--- config.mk ---
export PLATFORM = sky130hd
export DESIGN_NAME = mii_to_rmii_adapter
export DESIGN_NICKNAME = d
export VERILOG_FILES = /design/src/verilog/mac_clock_gen.v /design/src/verilog/mii_to_rmii_adapter.v
export VERILOG_INCLUDE_DIRS = /design/src /design/src/verilog
export SDC_FILE = /design/constraint.sdc
export NUM_CORES = 1
export LEC_CHECK = 0
export BUFFER_PORTS_ARGS = -buffer_cell sky130_fd_sc_hd__clkbuf_2
export CORE_AREA = 2 2 85 87
export CTS_BUF_LIST = sky130_fd_sc_hd__clkbuf_8 sky130_fd_sc_hd__clkbuf_16
export CTS_CLUSTER_SIZE = 30
export DETAILED_ROUTE_END_ITERATION = 16
export DIE_AREA = 0 0 87 89
export MAX_ROUTING_LAYER = met4
export PLACE_DENSITY = 0.51
export SYNTH_ARGS = -nofsm -noshare
export SYNTH_HDL_FRONTEND = slang
export SYNTH_HIERARCHICAL = 1
export SYNTH_SLANG_ARGS = --single-unit
export TNS_END_PERCENT = 20
--- constraint.sdc ---
create_clock -name sys_clk -period 2.9 [get_ports sys_clk]
set_input_delay 0.29 -clock sys_clk [delete_from_list [all_inputs] [get_ports sys_clk]]
set_output_delay 0.29 -clock sys_clk [all_outputs]
set_load 0.02 [all_outputs]
--- src/verilog/mii_rmii_map.vh ---
`ifndef MII_RMII_MAP_VH
`define MII_RMII_MAP_VH

// ----------------------------------------------------------------
// Clock rates
// ----------------------------------------------------------------
// System clock period in ns
`define SYS_CLK_PERIOD_NS 4
// Shared reference clock rate in MHz
`define REF_CLK_MHZ 50
// MAC clock rates, in kHz
`define MAC_CLK_10M_KHZ 2500
`define MAC_CLK_100M_KHZ 25000

// ----------------------------------------------------------------
// Reference cycles per line symbol
// ----------------------------------------------------------------
// Reference cycles per MAC clock half period, derived from the rates
`define DIV_100M (`REF_CLK_MHZ * 1000 / `MAC_CLK_100M_KHZ / 2)
`define DIV_10M (`REF_CLK_MHZ * 1000 / `MAC_CLK_10M_KHZ / 2)
// Counter limits as 4-bit values
`define DIV_100M_LAST 4'h0
`define DIV_10M_LAST 4'h9
// Receive sample point within a symbol (mid symbol at 10 Mbps)
`define SAMPLE_100M 4'h0
`define SAMPLE_10M 4'h5

// ----------------------------------------------------------------
// Reset values
// ----------------------------------------------------------------
`define DIV_RESET 4'h0
`define NIBBLE_RESET 4'h0
`define DIBIT_RESET 2'h0

`endif

--- src/verilog/mac_clock_gen.v ---
`timescale 1ns/1ns
`include "mii_rmii_map.vh"

// Makes the MAC-side clock from reference clock edges and marks
// the symbol steps that the data paths follow.
module mac_clock_gen
(
   input wire sys_clk,
   input wire rst,
   input wire ref_rise,
   input wire speed_100_req,
   output reg mac_clk_reg,
   output reg step_rise,
   output reg step_fall,
   output reg sample_pulse,
   output reg speed_100_reg
);

   // Reference cycles seen within the current half period
   reg [3:0] div_reg;
   // Last count of a half period for the speed in force
   wire [3:0] div_last;
   // Receive sample slot for the speed in force
   wire [3:0] sample_pt;

   assign div_last = speed_100_reg ? `DIV_100M_LAST : `DIV_10M_LAST;
   assign sample_pt = speed_100_reg ? `SAMPLE_100M : `SAMPLE_10M;

   // ----------------------------------------------------------------
   // Divider and glitch-free rate switch
   // ----------------------------------------------------------------
   always @(posedge sys_clk or posedge rst)
   begin
      if (rst)
      begin
         div_reg <= `DIV_RESET;
         mac_clk_reg <= 1'b0;
         step_rise <= 1'b0;
         step_fall <= 1'b0;
         sample_pulse <= 1'b0;
         speed_100_reg <= 1'b0;
      end
      else
      begin
         // Pulses last one system cycle
         step_rise <= 1'b0;
         step_fall <= 1'b0;
         sample_pulse <= 1'b0;
         if (ref_rise)
         begin
            sample_pulse <= (div_reg == sample_pt);
            if (div_reg == div_last)
            begin
               div_reg <= `DIV_RESET;
               mac_clk_reg <= ~mac_clk_reg;
               if (!mac_clk_reg)
               begin
                  step_rise <= 1'b1;
                  speed_100_reg <= speed_100_req;
               end
               else
               begin
                  step_fall <= 1'b1;
               end
            end
            else
            begin
               div_reg <= div_reg + 4'h1;
            end
         end
      end
   end

endmodule

--- src/verilog/mii_to_rmii_adapter.v ---
`timescale 1ns/1ns
`include "mii_rmii_map.vh"

module mii_to_rmii_adapter
(
   input wire sys_clk,
   input wire rst,
   input wire ref_clk,
   input wire speed_100,
   input wire [3:0] mac_txd,
   input wire mac_tx_en,
   input wire mac_tx_er,
   output wire mac_tx_clk,
   output wire mac_rx_clk,
   output reg [3:0] mac_rxd,
   output reg mac_rx_dv,
   output reg mac_rx_er,
   input wire [1:0] rmii_rxd,
   input wire rmii_crs_dv,
   input wire rmii_rx_er,
   output reg [1:0] rmii_txd,
   output reg rmii_tx_en
);

   // ----------------------------------------------------------------
   // Input synchronisers
   // ----------------------------------------------------------------
   // Reference clock stages; third stage feeds the edge detector
   reg ref_s1_reg;
   reg ref_s2_reg;
   reg ref_s3_reg;
   // Speed select stages
   reg speed_s1_reg;
   reg speed_s2_reg;
   // MAC transmit group stages
   reg [5:0] tx_s1_reg;
   reg [5:0] tx_s2_reg;
   // PHY receive group stages
   reg [3:0] rx_s1_reg;
   reg [3:0] rx_s2_reg;

   // All pins are asynchronous to sys_clk, so every one gets two flops, the reference clock three.
   // The transmit group is captured long after the MAC launch, so
   // the bits have settled well before the sync stages sample them.
   always @(posedge sys_clk or posedge rst)
   begin
      if (rst)
      begin
         ref_s1_reg <= 1'b0;
         ref_s2_reg <= 1'b0;
         ref_s3_reg <= 1'b0;
         speed_s1_reg <= 1'b0;
         speed_s2_reg <= 1'b0;
         tx_s1_reg <= 6'h00;
         tx_s2_reg <= 6'h00;
         rx_s1_reg <= 4'h0;
         rx_s2_reg <= 4'h0;
      end
      else
      begin
         ref_s1_reg <= ref_clk;
         ref_s2_reg <= ref_s1_reg;
         ref_s3_reg <= ref_s2_reg;
         speed_s1_reg <= speed_100;
         speed_s2_reg <= speed_s1_reg;
         tx_s1_reg <= {mac_tx_er, mac_tx_en, mac_txd};
         tx_s2_reg <= tx_s1_reg;
         rx_s1_reg <= {rmii_rx_er, rmii_crs_dv, rmii_rxd};
         rx_s2_reg <= rx_s1_reg;
      end
   end

   // ----------------------------------------------------------------
   // Reference edge and MAC clock generation
   // ----------------------------------------------------------------
   // One-cycle pulse at each reference rising edge
   wire ref_rise;
   // Generated MAC clock
   wire mac_clk;
   // Start of a MAC clock period
   wire step_rise;
   // Middle of a MAC clock period
   wire step_fall;
   // Receive sample slot
   wire sample_pulse;
   // Speed currently in force
   wire speed_100_cur;

   assign ref_rise = ref_s2_reg & ~ref_s3_reg;

   mac_clock_gen clk_gen
   (
      .sys_clk(sys_clk),
      .rst(rst),
      .ref_rise(ref_rise),
      .speed_100_req(speed_s2_reg),
      .mac_clk_reg(mac_clk),
      .step_rise(step_rise),
      .step_fall(step_fall),
      .sample_pulse(sample_pulse),
      .speed_100_reg(speed_100_cur)
   );

   assign mac_tx_clk = mac_clk;
   // Receive clock is the same flop; both directions share one rate
   assign mac_rx_clk = mac_clk;

   // ----------------------------------------------------------------
   // Transmit path
   // ----------------------------------------------------------------
   // Upper dibit held back for the second half period
   reg [1:0] tx_hi_reg;
   // Enable captured with the nibble
   reg tx_en_hold_reg;

   // A nibble is captured at each rising MAC clock, the low pair goes
   // out at once and the high pair at mid period. At 10 Mbps each half
   // period is ten reference cycles, so each dibit stands for ten.
   // An error nibble is sent as is; the PHY has no error input here.
   always @(posedge sys_clk or posedge rst)
   begin
      if (rst)
      begin
         tx_hi_reg <= `DIBIT_RESET;
         tx_en_hold_reg <= 1'b0;
         rmii_txd <= `DIBIT_RESET;
         rmii_tx_en <= 1'b0;
      end
      else if (step_rise)
      begin
         tx_en_hold_reg <= tx_s2_reg[4];
         // Idle nibbles drive zeros rather than stale data
         tx_hi_reg <= tx_s2_reg[4] ? tx_s2_reg[3:2] : `DIBIT_RESET;
         rmii_txd <= tx_s2_reg[4] ? tx_s2_reg[1:0] : `DIBIT_RESET;
         rmii_tx_en <= tx_s2_reg[4];
      end
      else if (step_fall)
      begin
         rmii_txd <= tx_hi_reg;
         rmii_tx_en <= tx_en_hold_reg;
      end
   end

   // ----------------------------------------------------------------
   // Receive path
   // ----------------------------------------------------------------
   // Low dibit waiting for its partner
   reg [1:0] rx_lo_reg;
   // Set once the low dibit of a nibble is held
   reg rx_half_reg;
   // Error seen on the low dibit
   reg rx_er_lo_reg;
   // Nibble assembled, waiting for the falling MAC edge
   reg [3:0] rx_nib_reg;
   reg rx_dv_nib_reg;
   reg rx_er_nib_reg;
   // Previous sample saw no carrier
   reg rx_idle_reg;

   // Samples one dibit per symbol; at 10 Mbps that is mid symbol, so
   // nine of ten oversampled copies are ignored. Pairing restarts
   // whenever carrier drops, which realigns the nibble at preamble.
   always @(posedge sys_clk or posedge rst)
   begin
      if (rst)
      begin
         rx_lo_reg <= `DIBIT_RESET;
         rx_half_reg <= 1'b0;
         rx_er_lo_reg <= 1'b0;
         rx_nib_reg <= `NIBBLE_RESET;
         rx_dv_nib_reg <= 1'b0;
         rx_er_nib_reg <= 1'b0;
         rx_idle_reg <= 1'b1;
      end
      else if (sample_pulse)
      begin
         if (!rx_s2_reg[2])
         begin
            // No carrier: drop any half nibble
            rx_half_reg <= 1'b0;
            rx_idle_reg <= 1'b1;
            // Last nibble lives one more sample, else a MAC fall may miss it
            if (rx_idle_reg)
            begin
               rx_nib_reg <= `NIBBLE_RESET;
               rx_dv_nib_reg <= 1'b0;
               rx_er_nib_reg <= 1'b0;
            end
         end
         else if (!rx_half_reg)
         begin
            rx_lo_reg <= rx_s2_reg[1:0];
            rx_er_lo_reg <= rx_s2_reg[3];
            rx_half_reg <= 1'b1;
            rx_idle_reg <= 1'b0;
            // A new frame retires the old frame's nibble at once
            if (rx_idle_reg)
            begin
               rx_dv_nib_reg <= 1'b0;
            end
         end
         else
         begin
            rx_nib_reg <= {rx_s2_reg[1:0], rx_lo_reg};
            rx_dv_nib_reg <= 1'b1;
            rx_er_nib_reg <= rx_er_lo_reg | rx_s2_reg[3];
            rx_half_reg <= 1'b0;
            rx_idle_reg <= 1'b0;
         end
      end
   end

   // ----------------------------------------------------------------
   // MAC receive outputs
   // ----------------------------------------------------------------
   // Outputs change on the falling MAC edge so the MAC, sampling on
   // its rising edge, sees a full half period of setup.
   always @(posedge sys_clk or posedge rst)
   begin
      if (rst)
      begin
         mac_rxd <= `NIBBLE_RESET;
         mac_rx_dv <= 1'b0;
         mac_rx_er <= 1'b0;
      end
      else if (step_fall)
      begin
         mac_rxd <= rx_nib_reg;
         mac_rx_dv <= rx_dv_nib_reg;
         mac_rx_er <= rx_er_nib_reg;
      end
   end

endmodule

# After elaboration in Yosys (flattened, before gate mapping)
# Cells that the tools add are included.
[word_totals]
mem_bits_rw = 0
memories = 0
mem_bits_ro = 0
elab_cells = 72
output_inout_bits = 11
reg_bits = 55
latch_bits = 0
inputBits = 14
[classes]
muxes = 28
reduce_logical = 6
div_mod_pow = 0
shift = 0
bitwise_logic = 5
order_cmp = 0
add_sub_neg = 1
eq_ne = 3
multipliers = 0
[op_table]
columns = ["operator", "n"]
rows = [
  ["4-bit 2-to-1 mux", 5],
  ["1-bit 2-to-1 mux", 18],
  ["3-bit AND reduction", 3],
  ["4-bit == test", 2],
  ["2-bit 2-to-1 mux", 4],
  ["4-bit by 1-bit adder with 4-bit output, second input constant", 1],
  ["2-bit nonzero test", 2],
  ["3-bit 2-to-1 mux", 1],
  ["1-bit inverter", 3],
  ["2-bit by 1-bit inequality test with 1-bit output, second input constant", 1],
  ["2-bit AND reduction", 1],
  ["1-bit bitwise AND", 1],
  ["1-bit bitwise OR", 1],
]

# Depth between registers and ports, before layout
[logic_depth]
depth_word = 4
mapped_depth = 5
ltp_nobuf = 4

# Hierarchy
# The synthesis kept the hierarchy.
[modules_own_cells]
columns = ["module", "cells_each", "seq_area_each_um2", "area_each_um2", "instances"]
rows = [
  ["mii_to_rmii_adapter", 102, 1152.4, 1530.2, 1],
  ["mac_clock_gen", 47, 225.2, 478.0, 1],
]

# Worst setup path after synthesis
# Ideal clock, no wire load.
[synth_path]
path_type = "flip-flop to flip-flop"
startpoint = "reg ref_s3_reg"
endpoint = "reg clk_gen.mac_clk_reg"
arrival_ps = 1255
slack_ps = 1513
setup_time_ps = 132
path_stages_with_launch = 6
required_ps = 2768
path_buffers = 1
synth_period_minus_slack_ps = 1387
cell_sequence = "dfrtp_1 nor2b_1 clkbuf_1 nor3b_1 a21bo_2 xnor2_2"
[synth_via]
elab_chain_len = 3
[synth_rtl]
columns = ["element", "line_no", "source"]
rows = [
  ["start: declaration", "mii_to_rmii_adapter.v:31", "reg ref_s3_reg;"],
  ["start signal: assignment", "mii_to_rmii_adapter.v:63", "ref_s3_reg <= ref_s2_reg;"],
  ["1-bit inverter", "mii_to_rmii_adapter.v:89", "assign ref_rise = ref_s2_reg & ~ref_s3_reg;"],
  ["1-bit bitwise AND", "mii_to_rmii_adapter.v:89", ""],
  ["via ref_rise", "mii_to_rmii_adapter.v:77", "wire ref_rise;"],
  ["2-bit AND reduction (no line)", "--", ""],
  ["end signal: assignment", "mac_clock_gen.v:55", "mac_clk_reg <= ~mac_clk_reg;"],
  ["end: declaration", "mac_clock_gen.v:12", "output reg mac_clk_reg,"],
]
# The timed path passes the listed nets, and every way through them passes these cells.
# A chain may end at the register's enable or synchronous reset.

# Worst setup path after layout
# Ends and elaborated chain as after synthesis.

==> flow_summary.ini <==
[sta]
fin_setup_tns_ns = 0
finalCritPeriodShare = 0.5711
slew_headroom = 0.3944
fmax_ghz = 0.6038
period_needed_ns = 1.656
finalSetupViolations = 0
fin_ws_ns = 1.244
rsz0062_at_grt = no
worst_pin_slew_ns = 0.9071
clock_skew_ns = 0.01059
drv_slew = 0
hold_viol = 0

[global_routing]
grt_pass1_wl_um = 5409
overflow = 0
antenna_found_initial = 0
grt_pass1_vias = 1162
grt_start_max_net_pins = 47
track_usage = 0.09329

[drt]
via_per_inst = 4.498
post-route-drc-count = 0
first_iter_violations = 51
postRouteWirelength_um = 2992
wire_per_inst_um = 11.92
firstDrtPassIters = 4
num_vias = 1129
final_antenna_net_count = 0

[cts]
cts_buffers = 5
tritoncts = yes
cts.htree.levels = 2
post_cts_resize_count = 0
clk_path_buf_depth = 2
cts_root_buffer = clkbuf_8
insertion_delay_ns = 0.31
clk_pin_slew_ns = 0.10
clock_sinks = 55
postCtsSetupRepairBufs = 0
hold_buffers = 1

[critical_path]
cp-end-kind = flop
cp_max_fo = 9
cp.arrival_ns = 1.85
worstRegToRegCells = 4
path_class = reg -> reg
r2r_slack_ns = 1.24
r2r-start = ref_s3_reg$_DFF_PP0_
required_ns = 3.09
reg2reg_to = clk_gen/mac_clk_reg$_DFFE_PP0P_
critPathLaunchType = flop

[logic_synthesis]
syn-cell-area_mm2 = 0.002008
synth_cell_types = 34
syn_avg_cell_area_um2 = 13.48
synth_top_area_frac = 0.6729
ys_seq_area_frac = 0.6860
async_reset_ff_frac = 1.000
netlist_instances = 149
yosys_warnings = 6
synth_edf_count = 0
synthFlopType = dfrtp_1
ys_ff_latch = 55
synth_top_area_cell = dfrtp_1
ys_top_cells_by_area = dfrtp_1, mux2_2, o21ai_0, inv_1, mux2i_1
synth_nets = 164

[pwr]
p_leak_nw = 1.055
seqPwrFrac = 0.569
swShare = 0.3183
p_comb_frac = 0.227
intPower_mw = 1.345
power.density_mw_per_mm2 = 874.2
pwr-share-clk = 0.203
peakVddDrop_mv = 0.3097
p_switching_mw = 0.6281

[floorplan]
die_h_um = 89
top_level_ports = 25
core_mm2 = 0.006719
start_util = 0.2989
dieWidth_um = 87
dieArea_mm2 = 0.007743
core.rowCount = 30

[worst_hold_path]
hp-class = in -> reg
hold_depth = 1
min_from = rmii_rxd[1]
min_to = rx_s1_reg[1]$_DFF_PP0_

[cells_and_area]
layout_common_cells = dfrtp_1, clkbuf_2, inv_1, o21ai_0, mux2_2
utilization = 0.3359
areaGrowthSynthToFinish_pct = 12.40
multi_input_area_um2 = 528.0
insertedDiodeCount = 0
layout_commonest_cell = dfrtp_1
seqCellArea_mm2 = 0.001378
nNetsFinal = 185
drive_gt1_frac = 0.2632
final_cell_area_mm2 = 0.002257
fillers = 666

[placed_design]
pre_cts_slack_ns = 1.268
dpl-instance-area_mm2 = 0.002162
io_buffer_count = 23
place.gp.congestion = 0.6885
detailed_place_hpwl_um = 2016

[run]
maxCapViolations = 0

[run_status]
outcome = complete, no violations
[worst max-delay path, stage by stage, from the launching register on]
cell     delay, ns
dfrtp_1       0.37
nor2b_1       0.50
nor3b_1       0.28
a21bo_2       0.27
xnor2_2       0.12
[per-stage QoR]
stage / power (mW) / hold WS (ns) / std cells
2_1_floorplan: 1.484 / 0.1179 / 149
3_3_place_gp: 1.586 / 0.2801 / 242
3_5_place_dp: 1.596 / 0.2870 / 242
4_1_cts: 2.003 / 0.07058 / 251
5_1_grt: 2.123 / 0.06040 / 251
6_report: 1.973 / 0.08217 / 251
[Yosys cell counts, types with 2 or more instances]
library cell	n
a21oi_1	3
and3_1	2
buf_2	4
buf_6	2
clkbuf_1	3
dfrtp_1	54
inv_1	11
mux2_2	10
mux2i_1	4
nand2_1	4
nand3_1	8
nand4_1	5
nor2_1	5
nor2b_1	2
o21ai_0	11
o31ai_1	2
or2b_1	2
[final cells by class]
class,count,share of cell area
inverter,11,0.01829
sequential,55,0.6103
clock inverter,3,0.007206
multi-input combinational,73,0.2339
tap,80,0.04435
clock buffer,5,0.03049
timing repair buffer,24,0.05543
[routing by layer]
metal | GRT usage | vias up | wire length (um)
li1 | - | 552 | -
met1 | 0.1188 | 546 | 1469
met2 | 0.1367 | 25 | 1334
met3 | 0.03693 | 6 | 151
met4 | 0.02983 | 0 | 37
met5 | - | - | 0
[cells by family after synthesis]
| logic type | Yosys count | share of synthesized area |
|---|---|---|
| flip-flops | 55 | 0.6860 |
| AND/OR/NAND/NOR | 33 | 0.09346 |
| AO/OA/AOI/OAI | 22 | 0.06729 |
| buffers and inverters | 21 | 0.05109 |
| multiplexers | 15 | 0.08349 |
| XOR/XNOR | 2 | 0.01246 |
| adder cells (fa/ha/maj) | 1 | 0.006230 |
[power groups by stage]
stage / Sequential, mW / Combinational [mW] / Clock (mW)
floorplan: 1.13 / 0.354 / 0
global placement: 1.14 / 0.448 / 0
detailed placement: 1.14 / 0.455 / 0
CTS: 1.13 / 0.457 / 0.421
global route: 1.16 / 0.508 / 0.453
finish: 1.12 / 0.449 / 0.401
[worst max-delay path by stage]
stage | start | endpoint | cells after the start
floorplan | ref_s3_reg$_DFF_PP0_ | clk_gen/mac_clk_reg$_DFFE_PP0P_ | 5
global placement | ref_s3_reg$_DFF_PP0_ | clk_gen/mac_clk_reg$_DFFE_PP0P_ | 4
detailed placement | ref_s3_reg$_DFF_PP0_ | clk_gen/mac_clk_reg$_DFFE_PP0P_ | 4
CTS | ref_s3_reg$_DFF_PP0_ | clk_gen/mac_clk_reg$_DFFE_PP0P_ | 4
global route | ref_s2_reg$_DFF_PP0_ | clk_gen/mac_clk_reg$_DFFE_PP0P_ | 4
finish | ref_s3_reg$_DFF_PP0_ | clk_gen/mac_clk_reg$_DFFE_PP0P_ | 4
Note: power is estimated with default switching activity, not from simulation.
